--- config.mk ---
export PLATFORM = sky130hd
export DESIGN_NAME = drive_input_function_control
export DESIGN_NICKNAME = d
export VERILOG_FILES = /design/src/common/drive_input_pkg.sv /design/src/rtl/drive_input_function_control.sv
export SDC_FILE = /design/constraint.sdc
export NUM_CORES = 1
export LEC_CHECK = 0
export BUFFER_PORTS_ARGS = -buffer_cell sky130_fd_sc_hd__buf_2
export CORE_MARGIN = 10
export CORE_UTILIZATION = 60
export DETAILED_ROUTE_END_ITERATION = 6
export PLACE_DENSITY = 0.87
export SKIP_CTS_REPAIR_TIMING = 1
export SLEW_MARGIN = 20
export SYNTH_ARGS = -nofsm -noshare
export SYNTH_HDL_FRONTEND = slang
export SYNTH_SLANG_ARGS = --single-unit
--- constraint.sdc ---
create_clock -name i_clk -period 6.66 [get_ports i_clk]
set_input_delay 0.999 -clock i_clk [delete_from_list [all_inputs] [get_ports i_clk]]
set_output_delay 0.999 -clock i_clk [all_outputs]
set_load 0.1 [all_outputs]
--- src/common/drive_input_pkg.sv ---
package drive_input_pkg;
	// ----------------------------------------------------------------
	// Terminal function option codes
	// ----------------------------------------------------------------
	localparam logic [7:0] FUNC_JOG = 8'h06;
	localparam logic [7:0] FUNC_BRAKE = 8'h07;
	localparam logic [7:0] FUNC_SECOND_MOTOR = 8'h08;
	localparam int NUM_SELECTORS = 5;
	localparam int SEL_W = 8;

	// ----------------------------------------------------------------
	// Frequency and parameter scaling (frequency in 0.1 Hz units)
	// ----------------------------------------------------------------
	localparam int FREQ_W = 16;
	localparam logic [15:0] JOG_LIMIT_FREQ = 16'h0064;
	localparam logic [15:0] FREQ_ZERO = 16'h0000;
	localparam int DELAY_W = 6;
	localparam logic [5:0] BRAKE_DELAY_MIN = 6'h01;
	localparam logic [5:0] BRAKE_DELAY_MAX = 6'h32;
	localparam int FORCE_W = 7;
	localparam logic [6:0] BRAKE_FORCE_MAX = 7'h64;

	// ----------------------------------------------------------------
	// Jog stop methods and run sources
	// ----------------------------------------------------------------
	localparam logic [1:0] JOG_STOP_COAST = 2'h0;
	localparam logic [1:0] JOG_STOP_DECEL = 2'h1;
	localparam logic [1:0] JOG_STOP_BRAKE = 2'h2;
	localparam logic [1:0] RUN_SRC_TERMINAL = 2'h1;

	// ----------------------------------------------------------------
	// Timing: delay unit 0.1 s, ramp step period
	// ----------------------------------------------------------------
	localparam int CLK_HZ = 20000000;
	localparam int DELAY_UNIT_MS = 100;
	localparam int DELAY_UNIT_CYCLES = CLK_HZ / 1000 * DELAY_UNIT_MS;
	localparam int RAMP_STEP_US = 1000;
	localparam int RAMP_STEP_CYCLES = CLK_HZ / 1000000 * RAMP_STEP_US;

	// ----------------------------------------------------------------
	// Drive states
	// ----------------------------------------------------------------
	typedef enum logic [2:0] {
		ST_STOP = 3'b000,
		ST_RUN = 3'b001,
		ST_JOG = 3'b010,
		ST_DECEL = 3'b011,
		ST_COAST = 3'b100,
		ST_BRAKE_WAIT = 3'b101,
		ST_BRAKE = 3'b110,
		ST_LOCKOUT = 3'b111
	} drive_state_t;
endpackage : drive_input_pkg

--- src/rtl/drive_input_function_control.sv ---
`timescale 1ns/100ps
module drive_input_function_control
	import drive_input_pkg::*;
#(
	parameter int DELAY_UNIT = DELAY_UNIT_CYCLES,
	parameter int RAMP_STEP = RAMP_STEP_CYCLES
) (
	input wire logic i_clk,
	input wire logic i_rst,
	input wire logic [NUM_SELECTORS-1:0] i_terminal,
	input wire logic [SEL_W-1:0] i_input_selector_1,
	input wire logic [SEL_W-1:0] i_input_selector_2,
	input wire logic [SEL_W-1:0] i_input_selector_3,
	input wire logic [SEL_W-1:0] i_input_selector_4,
	input wire logic [SEL_W-1:0] i_input_selector_5,
	input wire logic i_forward_run_input,
	input wire logic i_reverse_run_input,
	input wire logic i_keypad_run,
	input wire logic [1:0] i_run_source_select,
	input wire logic [FREQ_W-1:0] i_target_freq,
	input wire logic [FREQ_W-1:0] i_jog_frequency_param,
	input wire logic [FREQ_W-1:0] i_start_frequency_param,
	input wire logic [1:0] i_jog_stop_method,
	input wire logic [DELAY_W-1:0] i_brake_delay_param,
	input wire logic [FORCE_W-1:0] i_brake_force_param,
	output logic [FREQ_W-1:0] o_output_freq,
	output logic o_output_on,
	output logic o_dc_brake_on,
	output logic [FORCE_W-1:0] o_dc_brake_force,
	output logic o_second_motor_active,
	output logic o_running
);

	// ----------------------------------------------------------------
	// Helpers
	// ----------------------------------------------------------------
	// True when any selector routes the wanted function to a live terminal
	function automatic logic func_active(input logic [NUM_SELECTORS-1:0] term,
		input logic [NUM_SELECTORS*SEL_W-1:0] sels, input logic [SEL_W-1:0] code);
		logic hit;
		hit = 1'b0;
		for (int k = 0; k < NUM_SELECTORS; k++) begin
			if (term[k] && sels[k*SEL_W +: SEL_W] == code) begin
				hit = 1'b1;
			end
		end
		return hit;
	endfunction : func_active

	// ----------------------------------------------------------------
	// State
	// ----------------------------------------------------------------
	typedef struct packed {
		logic [NUM_SELECTORS-1:0] term_meta;
		logic [NUM_SELECTORS-1:0] term_sync;
		logic [2:0] run_meta;
		logic [2:0] run_sync;
		drive_state_t state;
		logic [FREQ_W-1:0] freq;
		logic [FREQ_W-1:0] prior_freq;
		logic [31:0] timer;
		logic [DELAY_W-1:0] delay_count;
		logic brake_from_jog;
		logic second_set;
		logic brake_on;
		logic [FORCE_W-1:0] brake_force;
		logic output_on;
		logic running;
	} state_t;

	state_t cur_reg;
	state_t cur_next;

	logic [NUM_SELECTORS*SEL_W-1:0] sel_bus;
	assign sel_bus = {i_input_selector_5, i_input_selector_4, i_input_selector_3,
		i_input_selector_2, i_input_selector_1};

	// ----------------------------------------------------------------
	// Next-state logic
	// ----------------------------------------------------------------
	always_comb begin
		logic jog_in;
		logic brake_in;
		logic second_in;
		logic fwd;
		logic rev;
		logic key;
		logic terminal_run;
		logic run_cmd;
		logic jog_ok;
		logic [FREQ_W-1:0] jog_freq;
		logic [DELAY_W-1:0] delay_lim;
		logic tick;
		jog_in = 1'b0;
		brake_in = 1'b0;
		second_in = 1'b0;
		fwd = 1'b0;
		rev = 1'b0;
		key = 1'b0;
		terminal_run = 1'b0;
		run_cmd = 1'b0;
		jog_ok = 1'b0;
		jog_freq = FREQ_ZERO;
		delay_lim = BRAKE_DELAY_MIN;
		tick = 1'b0;
		cur_next = cur_reg;
		// Pins cross two flip-flops before use
		cur_next.term_meta = i_terminal;
		cur_next.term_sync = cur_reg.term_meta;
		cur_next.run_meta = {i_keypad_run, i_reverse_run_input, i_forward_run_input};
		cur_next.run_sync = cur_reg.run_meta;
		jog_in = func_active(cur_reg.term_sync, sel_bus, FUNC_JOG);
		brake_in = func_active(cur_reg.term_sync, sel_bus, FUNC_BRAKE);
		second_in = func_active(cur_reg.term_sync, sel_bus, FUNC_SECOND_MOTOR);
		fwd = cur_reg.run_sync[0];
		rev = cur_reg.run_sync[1];
		key = cur_reg.run_sync[2];
		// Both directions at once counts as no run at all
		terminal_run = fwd ^ rev;
		// Keypad key only reaches jog in terminal source mode
		run_cmd = terminal_run || (key && i_run_source_select == RUN_SRC_TERMINAL);
		// Jog frequency clamped, then vetted against start frequency
		jog_freq = (i_jog_frequency_param > JOG_LIMIT_FREQ) ? JOG_LIMIT_FREQ
			: i_jog_frequency_param;
		jog_ok = jog_freq != FREQ_ZERO && jog_freq >= i_start_frequency_param;
		// Out-of-range delay and force are clamped to their legal span
		if (i_brake_delay_param < BRAKE_DELAY_MIN) begin
			delay_lim = BRAKE_DELAY_MIN;
		end else if (i_brake_delay_param > BRAKE_DELAY_MAX) begin
			delay_lim = BRAKE_DELAY_MAX;
		end else begin
			delay_lim = i_brake_delay_param;
		end
		cur_next.brake_force = (i_brake_force_param > BRAKE_FORCE_MAX) ? BRAKE_FORCE_MAX
			: i_brake_force_param;
		// Shared timer: ramp steps and 0.1 s delay units
		tick = cur_reg.timer >= 32'(RAMP_STEP - 1);
		cur_next.timer = tick ? 32'h00000000 : cur_reg.timer + 32'h00000001;

		case (cur_reg.state)
			ST_STOP: begin
				cur_next.freq = FREQ_ZERO;
				if (brake_in && terminal_run) begin
					cur_next.prior_freq = FREQ_ZERO;
					cur_next.state = ST_BRAKE;
				end else if (jog_in && run_cmd) begin
					if (jog_ok) begin
						cur_next.freq = jog_freq;
						cur_next.state = ST_JOG;
					end
				end else if (!jog_in && (terminal_run || key)) begin
					cur_next.state = ST_RUN;
				end
			end
			ST_RUN: begin
				// Simple unit-step ramp toward the target
				if (tick && cur_reg.freq < i_target_freq) begin
					cur_next.freq = cur_reg.freq + 16'h0001;
				end else if (tick && cur_reg.freq > i_target_freq) begin
					cur_next.freq = cur_reg.freq - 16'h0001;
				end
				if (brake_in) begin
					cur_next.prior_freq = cur_reg.freq;
					cur_next.brake_from_jog = 1'b0;
					cur_next.delay_count = '0;
					// Keypad run coasts out the delay first, terminal run brakes at once
					cur_next.state = terminal_run ? ST_BRAKE : ST_BRAKE_WAIT;
				end else if (!(terminal_run || key)) begin
					cur_next.state = ST_DECEL;
				end
			end
			ST_JOG: begin
				cur_next.freq = jog_freq;
				if (!jog_in || !run_cmd || !jog_ok) begin
					cur_next.brake_from_jog = 1'b1;
					case (i_jog_stop_method)
						JOG_STOP_COAST: cur_next.state = ST_COAST;
						JOG_STOP_BRAKE: cur_next.state = ST_BRAKE;
						default: cur_next.state = ST_DECEL;
					endcase
				end
			end
			ST_DECEL: begin
				if (cur_reg.freq == FREQ_ZERO) begin
					cur_next.state = ST_STOP;
				end else if (tick) begin
					cur_next.freq = cur_reg.freq - 16'h0001;
				end
			end
			ST_COAST: begin
				// Output off; motor spins down on its own
				cur_next.freq = FREQ_ZERO;
				cur_next.state = ST_STOP;
			end
			ST_BRAKE_WAIT: begin
				cur_next.freq = FREQ_ZERO;
				// Delay units need the timer past the ramp wrap, so it runs on here
				cur_next.timer = cur_reg.timer + 32'h00000001;
				if (!brake_in) begin
					cur_next.state = ST_LOCKOUT;
				end else if (cur_reg.timer >= 32'(DELAY_UNIT - 1)) begin
					cur_next.timer = '0;
					cur_next.delay_count = cur_reg.delay_count + 6'h01;
					if (cur_reg.delay_count + 6'h01 >= delay_lim) begin
						cur_next.state = ST_BRAKE;
					end
				end
			end
			ST_BRAKE: begin
				cur_next.freq = FREQ_ZERO;
				if (cur_reg.brake_from_jog) begin
					// Jog stop brake ends once the jog command is gone; when jog and
					// run drop together this is a single-cycle pulse, the price of
					// tying brake length to the command rather than a timer
					if (!jog_in || !run_cmd) begin
						cur_next.brake_from_jog = 1'b0;
						cur_next.state = ST_STOP;
					end
				end else if (!brake_in) begin
					if (terminal_run) begin
						cur_next.state = ST_RUN;
					end else begin
						cur_next.state = ST_LOCKOUT;
					end
				end
			end
			ST_LOCKOUT: begin
				// Output held off until the run command is withdrawn
				cur_next.freq = FREQ_ZERO;
				if (!key && !terminal_run) begin
					cur_next.state = ST_STOP;
				end
			end
			default: cur_next.state = ST_STOP;
		endcase

		// Terminal run resuming after a brake ramps from zero toward the target frequency
		if (cur_reg.state == ST_BRAKE && cur_next.state == ST_RUN) begin
			cur_next.freq = FREQ_ZERO;
		end
		cur_next.brake_on = cur_next.state == ST_BRAKE;
		cur_next.output_on = cur_next.state == ST_RUN || cur_next.state == ST_JOG
			|| cur_next.state == ST_DECEL;
		cur_next.running = cur_next.state != ST_STOP;
		// Any state without output power shows zero frequency, including the
		// first cycle of a brake, wait or coast entered straight from run or
		// jog; otherwise the braking stage would see a live frequency
		if (!cur_next.output_on) begin
			cur_next.freq = FREQ_ZERO;
		end
		// Set change only lands when idle and at zero frequency
		if (cur_reg.state == ST_STOP && !run_cmd && !key
			&& cur_reg.freq == FREQ_ZERO) begin
			cur_next.second_set = second_in;
		end
	end

	// ----------------------------------------------------------------
	// Registers
	// ----------------------------------------------------------------
	always_ff @(posedge i_clk or posedge i_rst) begin
		if (i_rst) begin
			cur_reg <= '0;
		end else begin
			cur_reg <= cur_next;
		end
	end

	// ----------------------------------------------------------------
	// Outputs, all straight from flip-flops
	// ----------------------------------------------------------------
	assign o_output_freq = cur_reg.freq;
	assign o_output_on = cur_reg.output_on;
	assign o_dc_brake_on = cur_reg.brake_on;
	assign o_dc_brake_force = cur_reg.brake_force;
	assign o_second_motor_active = cur_reg.second_set;
	assign o_running = cur_reg.running;

endmodule : drive_input_function_control

* Word level (Yosys, flattened, before mapping)
Index checks and enable logic that the tools add are counted.
** Cells by class
- Add/subtract/negate cells :: 4
- Multipliers :: 0
- Div/mod/pow operators :: 0
- Order comparisons :: 10
- Eq/ne operators :: 35
- Shift operators :: 0
- Multiplexer cells :: 56
- Bitwise gates (word level) :: 1
- Reduce and logical (&&, ||, !) cells :: 48
** Operators by type and width (count)
- one-hot mux 19 bit (8 select lines) :: 1
- 2-to-1 mux 16 bit :: 9
- == test 8 x 3 -> 1 bit (second input constant) :: 10
- 2-to-1 mux 38 bit :: 2
- 2-to-1 mux 32 bit :: 2
- 2-to-1 mux 3 bit :: 15
- == test 8 x 4 -> 1 bit (second input constant) :: 5
- adder 32 x 1 -> 32 bit (second input constant) :: 1
- >= comparator 32 x 15 -> 1 bit (second input constant) :: 1
- >= comparator 32 x 21 -> 1 bit (second input constant) :: 1
- logical AND 1 bit :: 27
- 2-to-1 mux 19 bit :: 1
- 2-to-1 mux 1 bit :: 18
- adder 16 x 1 -> 16 bit (second input constant) :: 1
- >= comparator 16 bit :: 1
- > comparator 16 bit :: 1
- > comparator 16 x 7 -> 1 bit (second input constant) :: 1
- zero test 16 bit :: 1
- < comparator 16 bit :: 1
- nonzero test 16 bit :: 1
- subtractor 16 x 1 -> 16 bit (second input constant) :: 1
- == test 3 bit (second input constant) :: 5
- 2-to-1 mux 7 bit :: 2
- == test 3 x 2 -> 1 bit (second input constant) :: 4
- 25 further kinds :: 42
** Word-level totals
- Register bits :: 85
- Bits in latches :: 0
- Memory bits (writable) :: 0
- Memory bits (read-only) :: 0
- Output and inout port bits :: 27
- Logic and storage cells :: 168
- Memories :: 0

* Longest topological paths before layout
Gate-level depths: netlist of run 1.
- Depth after elaboration :: 18
- Mapped depth :: 13

* Worst setup path after synthesis of run 1
OpenSTA, ideal clock, no wires.
- Kind :: in2reg
- From :: in i_jog_frequency_param[12]
- To :: reg cur_reg, in the netlist o_output_freq[4]
- Arrival time :: 3.669 ns
- Data required time :: 6.565 ns
- Setup slack :: 2.896 ns
- Cell stages on the path :: 13
- Path buffers :: 1
- Path through :: nor4_1 > nand3_1 > a31oi_1 > nand2_1 > ha_1 > nand2b_1 > a211oi_1 > o211a_1 > o31ai_1 > a31oi_1 > a211oi_1 > clkbuf_1 > nor4b_2
** Between the ends
- Cells in the longest elaborated chain, start to end :: 13
** RTL lines
- start: declaration :: RTL line drive_input_function_control.sv:21 : input wire logic [FREQ_W-1:0] i_jog_frequency_param,
- > comparator 16 x 7 -> 1 bit :: RTL line drive_input_function_control.sv:123 : jog_freq = (i_jog_frequency_param > JOG_LIMIT_FREQ) ? JOG_LIMIT_FREQ
- 2-to-1 mux 16 bit (*) :: RTL line drive_input_function_control.sv:123
- >= comparator 16 bit / nonzero test 16 bit (equally long branches) :: RTL line drive_input_function_control.sv:125 : jog_ok = jog_freq != FREQ_ZERO && jog_freq >= i_start_frequency_param;
- logical AND 1 bit :: RTL line drive_input_function_control.sv:125
- 2-to-1 mux 19 bit / zero test 1 bit (equally long branches) :: RTL line drive_input_function_control.sv:147, drive_input_function_control.sv:174
- 2-to-1 mux 3 bit / logical OR 1 bit (equally long branches) :: RTL line drive_input_function_control.sv:146, drive_input_function_control.sv:174
- 2-to-1 mux 3 bit, on equally long branches :: RTL line drive_input_function_control.sv:143, drive_input_function_control.sv:174
- one-hot mux 19 bit (8 select lines) (*) :: RTL line drive_input_function_control.sv:140 : case (cur_reg.state)
- == test 3 x 1 -> 1 bit / == test 3 x 2 -> 1 bit (equally long branches) :: RTL line drive_input_function_control.sv:238, drive_input_function_control.sv:242
- logical OR 1 bit :: RTL line drive_input_function_control.sv:242 : cur_next.output_on = cur_next.state == ST_RUN || cur_next.state == ST_JOG
- logical OR 1 bit :: RTL line drive_input_function_control.sv:243 : || cur_next.state == ST_DECEL;
- inequality test 5 bit (no source line) / inequality test 4 bit (equally long branches)
- AND reduction 3 bit (no source line)
- end signal: assignment :: RTL line drive_input_function_control.sv:265 : cur_reg <= cur_next;
- end: declaration :: RTL line drive_input_function_control.sv:71 : state_t cur_reg;
Mark *: on every way between the ends. The rest lies on a longest branch, timed or not.
A chain may end at the register's enable or synchronous reset.

* Worst setup path in the final report of run 1
- From :: in i_jog_frequency_param[12]
- To :: reg cur_reg, in the netlist o_output_freq[7]
Same word-level chain as after synthesis.

==> results.toml, run 1 <==
[status]
run_status = "finished, violations left"
violations = "DRC"

[place]
port_buffers = 141
dp.cells = 975
gp_congestion = 0.902
dp_hpwl_um = 13000
placed_cell_area_um2 = 6920

[synthesis]
synth_top_family_by_area = "simple AND/OR/NAND/NOR gates"
syn_inst = 735
synthXorXnorAreaFrac = 0.0614
netlist_area_um2 = 6280
synth_seq_cells = 85
synthArstFlopShare = 1.00
synth_compound_area_frac = 0.162
ys.flop_type = "dfrtp_1"
synth-simple-area-share = 0.265
yosysSeqAreaShare = 0.339
yosys.area_share.adder = 0.0837
synth_mux_area_frac = 0.0128
synth_cell_types = 74
yosysWarningCount = 0
synth_largest_area_cell = "dfrtp_1"
synthTopCellsByArea = "dfrtp_1 34%, ha_1 8.4%, nor2_1 4.5%, xor2_1 3.9%, nand2_1 3.7%"
syn-mean-instance-area_um2 = 8.54
synth_edf_count = 0
synth_top_area_share = 0.339

[timing]
fin_crit_ns = 4.42
setup_tns_ns = 0
slew-limit-headroom = 0.327
whs_ns = 0.354
worst_pin_slew_ns = 1.01
clock_skew_ns = 0.0121
rsz0062_at_grt = "no"
setup_violations = 0
hold_viol_final = 0
drv_slew = 0
post-route-period-util = 0.663
clock.fmax_mhz = 226

[drt]
dr.pass1.iters = 7
wl_um = 16600
wl_per_cell_um = 16.8
via_count = 5960
via_per_inst = 6.01
ant_nets = 0
drtIter0Drc = 396
remaining_drc_errors = 1

[global_route]
grt_util_all_layers = 0.221
gr-total-overflow = 0
grt_pass1_wl_um = 27700
antenna_found_initial = 0
grt_pass1_vias = 6048
grt_max_degree = 86

[setup_path]
crit_start = "i_jog_frequency_param[12]"
slowest_delay_ns = 0.68
r2r_end = "o_output_freq[10]"
r2r_cells = 9
worstSetupPathType = "in -> reg"
cp_cell_sequence = "buf_2 -> nor4_1 -> nand3_1 -> a31oi_1 -> and2_1 -> ha_1 -> o21a_1 -> o211ai_1 -> and2_1 -> o31ai_1 -> a31oi_1 -> a211oi_1 -> buf_4 -> a21boi_0"
timing.rr.start = "cur_reg[18]"
required_ns = 6.93
r2r_slack_ns = 3.27
end_kind = "register"
crit_arrival_ns = 4.69
slowest_stage = "a211oi_1"
critPathCapture = "o_output_freq[7]"
setup.worst_path.start_class = "input pin"
crit_fanout = 15

[clock_tree]
ctsRootBufferMaster = "clkbuf_8"
numCtsBuffers = 9
clkTransAtPathRegs_ns = 0.09
cts.sinks = 85
cts_tree = "built"
insertion_delay_ns = 0.36
htree_levels = 3
ctsLongestPathBuffers = 2

[layout]
finalNonFillerCells = 991
drive_gt1_frac = 0.206
largest_reg_flops = 50
nNetsFinal = 1007
syn_to_final_growth_pct = 14.2
diodes = 0
final_util = 0.698
final_cell_area_um2 = 7170

[floorplan]
chipHeight_um = 122
boundaryPins = 142
start_util = 0.611
dieWidth_um = 122
dieArea_um2 = 15000
rows = 37
core-area_um2 = 10300

[min_path]
whs_path_depth = 0
hold_class = "reg -> reg"

[power_and_ir_drop]
ir_drop_uv = 274
clockPowerShare = 0.186
swShare = 0.484
p_seq_frac = 0.295
power.leakage_nw = 3.58
comb_power_share = 0.519
intPower_w = 0.00126
power.switching_w = 0.00118
power.density_nw_per_um2 = 340

[flow_run]
cap_violations = 0
## cell usage in the layout (no fill, tap or decap), drive strengths merged, types with 9 or more instances in the layout
cell / n
buf: 144
nand3: 36
nor4: 17
o21ai: 25
nor3: 19
nand4: 15
a211oi: 11
conb: 9
ha: 42
nand2: 62
xor2: 28
dfrtp: 85
inv: 49
a21oi: 35
nor2: 75
and3: 20
clkbuf: 11
a21o: 9
xnor2: 16
## routing by layer
metal / track usage / wire, um
met5: 0 / 0
met4: 0.0766 / 397
met3: 0.0487 / 1250
met2: 0.396 / 8380
met1: 0.256 / 6610
## power by group through the flow
stage                     Clock (W)  Combinational (W)  Sequential [W]
after floorplan                   0            0.00106        0.000692
after global placement            0            0.00122        0.000720
after detailed placement          0            0.00125        0.000721
after CTS                  0.000455            0.00125        0.000711
after global routing       0.000477            0.00137        0.000732
final                      0.000453            0.00126        0.000717
## worst max-delay path: cells and delay by family
kind,cells,cell delay [ns]
fa+ha+maj,1,0.17
simple gates,4,0.84
buf+inv,2,0.42
compound gates,7,2.26
## through the flow
step | worst slack [ns] | total power (W)
after floorplan | 2.90 | 0.00175
after global placement | 2.18 | 0.00194
after detailed placement | 1.92 | 0.00197
after CTS | 2.29 | 0.00242
after global routing | 1.89 | 0.00258
final | 2.24 | 0.00243
## area by class of cell
cell class	count	area (um2)
fillers	802	3110
inverters	50	189
multi-input cells	560	3700
well taps	136	170
clock buffers	11	141
flip-flops and latches	85	2130
clock inverters	5	108
repair buffers	144	732
## worst min path at each step
stage	startpoint	to
2_1_floorplan	cur_next[85]	cur_reg[85]
3_3_place_gp	cur_next[91]	cur_reg[91]
3_5_place_dp	cur_next[93]	cur_reg[93]
4_1_cts	cur_next[91]	cur_reg[91]
5_1_grt	cur_next[94]	cur_reg[94]
6_report	cur_next[94]	cur_reg[94]
## Yosys cell counts (5+ instances only)
cell and instances:
nand2b_1 7, nor3_1 19, o21ai_1 5, a211oi_1 11
nand2_1 62, nor2_1 75, xor2_1 28, a221o_1 5
a21o_1 9, a21boi_0 6, nand4_1 15, inv_1 50
nor2b_1 7, mux2i_1 8, nand3b_1 6, buf_2 5
or2_2 5, a21oi_1 34, dfrtp_1 85, and4_1 6
nand3_1 36, nor4_1 15, clkbuf_1 16, o21ai_0 20
and2_1 6, xnor2_1 16, ha_1 42, buf_4 24
a31oi_1 7, o21a_1 5, o221a_1 5, and3_1 19
## kinds of logic (layout without fill, tap and decap cells)
| family | count (synthesis) | in the layout |
|---|---|---|
| simple gates | 312 | 312 |
| xor+xnor | 44 | 44 |
| buf+inv | 98 | 210 |
| other cells | 1 | 9 |
| mux | 8 | 8 |
| compound gates | 145 | 145 |
| flops | 85 | 85 |
| fa+ha+maj | 42 | 42 |
No activity file was read; power rests on OpenSTA's default activity.
==> inputs of run 2 (changes only) <==
--- a/config.mk
+++ b/config.mk
@@ -7,9 +7,9 @@
 export LEC_CHECK = 0
 export BUFFER_PORTS_ARGS = -buffer_cell sky130_fd_sc_hd__buf_2
 export CORE_MARGIN = 10
-export CORE_UTILIZATION = 60
+export CORE_UTILIZATION = 55
 export DETAILED_ROUTE_END_ITERATION = 6
-export PLACE_DENSITY = 0.87
+export PLACE_DENSITY = 0.81
 export SKIP_CTS_REPAIR_TIMING = 1
 export SLEW_MARGIN = 20
 export SYNTH_ARGS = -nofsm -noshare
==> constraint.sdc (replaced) <==
create_clock -name i_clk -period 4.2 [get_ports i_clk]
set_input_delay 0.63 -clock i_clk [delete_from_list [all_inputs] [get_ports i_clk]]
set_output_delay 0.63 -clock i_clk [all_outputs]
set_load 0.1 [all_outputs]
==> results.toml, run 2 (synthesis gave the netlist of run 1 again) <==
[status]
run_status = "finished, final reports clean"

[setup_path]
cp_cell_sequence = "buf_2 -> nor4_1 -> nand3_1 -> a31oi_1 -> nand2_1 -> ha_1 -> nand2b_1 -> a211oi_1 -> o211a_1 -> o31ai_1 -> a31oi_1 -> a211oi_1 -> buf_4 -> nor4b_2"
path_delay_family = "compound AO/OA/AOI/OAI gates"
path_buf_inv = 2
worstSetupPathType = "in -> reg"
end_kind = "register"
crit_fanout = 20
crit_arrival_ns = 3.95
required_ns = 4.44
setup.worst_path.start_class = "input pin"
slowest_stage = "o31ai_1"
slowest_delay_ns = 0.49

[clock_tree]
numCtsBuffers = 9
clkTransAtPathRegs_ns = 0.07
htree_levels = 3
ctsLongestPathBuffers = 2
ctsRootBufferMaster = "clkbuf_16"
cts_tree = "built"
cts.sinks = 85
insertion_delay_ns = 0.34

[flow_run]
cap_violations = 0

[floorplan]
dieWidth_um = 127
start_util = 0.569
dieArea_um2 = 16100
chipHeight_um = 127
rows = 38
core-area_um2 = 11000
boundaryPins = 142

[drt]
wl_per_cell_um = 16.6
wl_um = 16600
ant_nets = 0
remaining_drc_errors = 0
via_per_inst = 6.01
drtIter0Drc = 429
via_count = 6007
dr.pass1.iters = 5

[timing]
drv_slew = 0
setup_tns_ns = 0
rsz0062_at_grt = "no"
clock_skew_ns = 0.00988
clock.fmax_mhz = 270
fin_crit_ns = 3.70
setup_violations = 0
hold_viol_final = 0
slew-limit-headroom = 0.402
whs_ns = 0.349
post-route-period-util = 0.882
worst_pin_slew_ns = 0.896

[global_route]
grt_pass1_wl_um = 27900
grt_util_all_layers = 0.203
grt_pass1_vias = 6084
grt_max_degree = 53
gr-total-overflow = 0
antenna_found_initial = 1

[power_and_ir_drop]
power.density_nw_per_um2 = 546
ir_drop_uv = 471
power.leakage_nw = 3.61

[place]
gp_congestion = 0.907
port_buffers = 141
dp_hpwl_um = 13100
dp.cells = 982

[layout]
syn_to_final_growth_pct = 15.0
drive_gt1_frac = 0.210
finalNonFillerCells = 999
final_common_cell = "buf_2"
nNetsFinal = 1010
largest_reg_flops = 50
final_cell_mix = "141 x buf_2, 85 x dfrtp_1, 75 x nor2_1, 62 x nand2_1, 49 x inv_1"

[min_path]
hold_class = "reg -> reg"
-- run 2: cell types whose count changed in the layout (fill, tap and decap cells not counted), sizes merged --
cell	delta
buf	+3
bufinv	-3
inv	+3
clkbuf	-2
clkinv	+2
diode	+1
-- run 2: cell type report --
type | instances | area [um2]
inverters | 50 | 189
repair buffers | 147 | 751
diodes | 1 | 2.50
clock inverters | 7 | 48.8
multi-input cells | 560 | 3700
clock buffers | 9 | 225
well taps | 140 | 175
fillers | 938 | 3810
flip-flops and latches | 85 | 2130
-- run 2: worst paths after layout --
path	startpoint	endpoint	slack [ns]	cells after the start
worst max-delay path	i_jog_frequency_param[12]	o_output_freq[4]	0.50	14
worst min-delay path	cur_next[93]	cur_reg[93]	0.35	0
worst max register to register	o_output_freq[13]	o_output_freq[13]	0.91	9
worst min register to register	cur_next[93]	cur_reg[93]	0.35	0
max in group asynchronous	i_rst	cur_reg[84]	2.80	3
min in group asynchronous	i_rst	cur_next[91]	0.45	2
-- run 2: power breakdown --
group | switching, W | internal, W | leakage (nW)
sequential | 0.000222 | 0.000916 | 1.10
combinational | 0.00138 | 0.000680 | 2.37
clock | 0.000336 | 0.000405 | 0.142
-- run 2: through the flow --
| stage | utilization | total power, W | setup slack, ns | instance area [um2] |
|---|---|---|---|---|
| global route | 0.655 | 0.00418 | 0.233 | 7220 |
| finish | 0.655 | 0.00394 | 0.497 | 7220 |
| global placement | 0.630 | 0.00309 | 0.382 | 6940 |
| floorplan | - | 0.00278 | 0.805 | 6310 |
| detailed placement | 0.630 | 0.00316 | 0.207 | 6940 |
| CTS | 0.654 | 0.00391 | 0.562 | 7220 |
-- run 2: layer usage --
| metal | wire length, um | vias to the layer above | global-route usage | share of wire |
|---|---|---|---|---|
| met3 | 1050 | 37 | 0.0458 | 0.063 |
| met5 | 0 | - | 0 | 0 |
| met1 | 6720 | 2882 | 0.238 | 0.40 |
| li1 | - | 2859 | - | - |
| met4 | 413 | 0 | 0.0784 | 0.025 |
| met2 | 8440 | 229 | 0.352 | 0.51 |
==> inputs of run 3 (changes only) <==
--- a/config.mk
+++ b/config.mk
@@ -5,11 +5,12 @@
 export SDC_FILE = /design/constraint.sdc
 export NUM_CORES = 1
 export LEC_CHECK = 0
+export ABC_AREA = 1
 export BUFFER_PORTS_ARGS = -buffer_cell sky130_fd_sc_hd__buf_2
 export CORE_MARGIN = 10
-export CORE_UTILIZATION = 55
+export CORE_UTILIZATION = 57
 export DETAILED_ROUTE_END_ITERATION = 6
-export PLACE_DENSITY = 0.81
+export PLACE_DENSITY = 0.82
 export SKIP_CTS_REPAIR_TIMING = 1
 export SLEW_MARGIN = 20
 export SYNTH_ARGS = -nofsm -noshare
==> results.toml, run 3 <==
[global_route]
gr-total-overflow = 0
grt_pass1_vias = 6759
grt_max_degree = 59
grt_util_all_layers = 0.200
antenna_found_initial = 0
grt_pass1_wl_um = 30300

[clock_tree]
cts_tree = "built"
insertion_delay_ns = 0.33
cts.sinks = 85
ctsLongestPathBuffers = 2
numCtsBuffers = 9
clkTransAtPathRegs_ns = 0.06
ctsRootBufferMaster = "clkbuf_16"
htree_levels = 3

[place]
dp.cells = 1308
port_buffers = 141
gp_congestion = 0.938
dp_hpwl_um = 14000

[floorplan]
dieWidth_um = 132
dieArea_um2 = 17500
chipHeight_um = 132
rows = 40
core-area_um2 = 12200
start_util = 0.589
boundaryPins = 142

[setup_path]
slowest_stage = "nand2_2"
slowest_delay_ns = 0.35
required_ns = 4.41
crit_path_frequent_cell = "nand2_1"
path_buf_inv = 2
crit_fanout = 16
cp_cell_sequence = "buf_2 -> nor2_1 -> nand3_1 -> nor2_2 -> nand2_2 -> nor2_2 -> inv_1 -> ha_1 -> nand2_1 -> nor2_1 -> nand2_1 -> nand2_1 -> nand2_1 -> nand3_2 -> nand2_1 -> nor2_2 -> nand2_1 -> nand2_1 -> nor2_1 -> nor2_1 -> nand3_1 -> nand2_2 -> nor2_1"
worstSetupPathType = "in -> reg"
r2r_end = "o_output_freq[15]"
r2r_cells = 15
crit_arrival_ns = 3.24
r2r_slack_ns = 1.32
timing.rr.start = "cur_reg[12]"
end_kind = "register"
path_delay_family = "simple AND/OR/NAND/NOR gates"
setup.worst_path.start_class = "input pin"

[synthesis]
synth_most_common_cell = "nand2_1"
synthTopCellsByArea = "dfrtp_1 30%, nand2_1 10%, inv_1 8.0%, ha_1 7.3%, nor2_1 7.2%"
synth_commonest_cells = "197 x nand2_1, 153 x inv_1, 138 x nor2_1, 85 x dfrtp_1, 71 x nand3_1"
synth_largest_area_cell = "dfrtp_1"
synth_seq_cells = 85
ys.flop_type = "dfrtp_1"
synth_edf_count = 0
yosysWarningCount = 0
netlist_area_um2 = 7200
synth_top_area_share = 0.296
synthArstFlopShare = 1.00
yosysSeqAreaShare = 0.296
synth_cell_types = 55
syn_inst = 1029
syn-mean-instance-area_um2 = 6.99

[min_path]
hp-start = "cur_next[86]"
hold_class = "reg -> reg"
hold_end = "cur_reg[86]"
whs_path_depth = 0

[drt]
met1_length_um = 7550
highest_layer = "met4"
dr.pass1.iters = 5
via_count = 6829
drtIter0Drc = 481
wl_um = 17700
remaining_drc_errors = 0
route.met2.wl_um = 9040
wl_met3_um = 897
ant_nets = 0
wl_per_cell_um = 13.4
via_per_inst = 5.16

[power_and_ir_drop]
fin_total_pwr_w = 0.00186
power.leakage_nw = 4.21
intPower_w = 0.00142
clockPowerShare = 0.438
power.switching_w = 0.000441
swShare = 0.237
p_seq_frac = 0.448
power.density_nw_per_um2 = 228
ir_drop_uv = 210
comb_power_share = 0.113

[layout]
nNetsFinal = 1308
diodes = 0
largest_reg_flops = 50
finalNonFillerCells = 1324
syn_to_final_growth_pct = 13.6
final_common_cell = "nand2_1"
drive_gt1_frac = 0.217
final_cell_mix = "196 x nand2_1, 152 x inv_1, 141 x buf_2, 138 x nor2_1, 85 x dfrtp_1"

[timing]
slew-limit-headroom = 0.534
fin_crit_ns = 3.04
setup_violations = 0
whs_ns = 0.340
hold_viol_final = 0
rsz0062_at_grt = "no"
clock_skew_ns = 0.00799
clock.fmax_mhz = 329
drv_slew = 0
worst_pin_slew_ns = 0.699
setup_tns_ns = 0
post-route-period-util = 0.723

[status]
run_status = "finished, final reports clean"

[flow_run]
cap_violations = 0
-- run 3: area by class of cell --
class	count	area, um2
Fill cell	1093	4030
Clock buffer	13	270
Tap cell	168	210
Sequential cell	85	2130
Clock inverter	3	42.5
Timing Repair Buffer	142	713
Multi-Input combinational cell	747	4190
Inverter	166	628
-- run 3: worst max-delay path by stage --
| stage | from | end | slack (ns) | depth (start not counted) |
|---|---|---|---|---|
| finish | i_jog_frequency_param[13] | o_output_freq[15] | 1.16 | 23 |
| global route | i_jog_frequency_param[10] | o_output_freq[1] | 0.78 | 23 |
| CTS | i_jog_frequency_param[13] | o_output_freq[2] | 1.20 | 23 |
| detailed placement | i_jog_frequency_param[13] | o_output_freq[2] | 0.86 | 23 |
| global placement | i_jog_frequency_param[13] | o_output_freq[15] | 0.93 | 23 |
| floorplan | i_jog_frequency_param[10] | o_output_freq[10] | 1.36 | 25 |
-- run 3: metrics by stage --
| stage | area [um2] | setup slack [ns] | utilization |
|---|---|---|---|
| after floorplan | 7230 | 1.36 | - |
| after global routing | 8180 | 0.779 | 0.670 |
| after global placement | 7860 | 0.926 | 0.644 |
| final | 8180 | 1.16 | 0.670 |
| after detailed placement | 7860 | 0.856 | 0.644 |
| after CTS | 8180 | 1.20 | 0.669 |
-- run 3: per-layer routing --
layer / vias up / track usage
li1: 3500 / -
met1: 3121 / 0.239
met2: 181 / 0.354
met3: 27 / 0.0389
met4: 0 / 0.0562
met5: - / 0
-- run 3: worst register-to-register path, delay by kind of cell, from the launching register on --
family	cells	cell delay, ns
and+or+nand+nor	9	1.20
adders and majority gates	2	0.53
DFF	1	0.45
AOI/OAI and AO/OA	2	0.28
xor gates and xnor gates	1	0.21
buffers and inverters	1	0.07
-- run 3: cell families (layout without fill, tap and decap cells) --
kind of cell / after synthesis / in the layout / synth area share
XOR/XNOR: 45 / 45 / 0.0548
adder cells (fa/ha/maj): 42 / 42 / 0.0730
other: 1 / 9 / 0.000521
AND/OR/NAND/NOR: 555 / 555 / 0.375
buffers and inverters: 205 / 324 / 0.127
AO/OA/AOI/OAI: 96 / 96 / 0.0744
flip-flops: 85 / 85 / 0.296
-- run 3: power groups by stage --
stage | Sequential (W) | Clock, W | Combinational [W]
after global placement | 0.000849 | 0 | 0.000205
after CTS | 0.000834 | 0.000831 | 0.000212
final | 0.000834 | 0.000816 | 0.000211
after detailed placement | 0.000849 | 0 | 0.000211
after global routing | 0.000835 | 0.000871 | 0.000241
after floorplan | 0.000849 | 0 | 0.000134
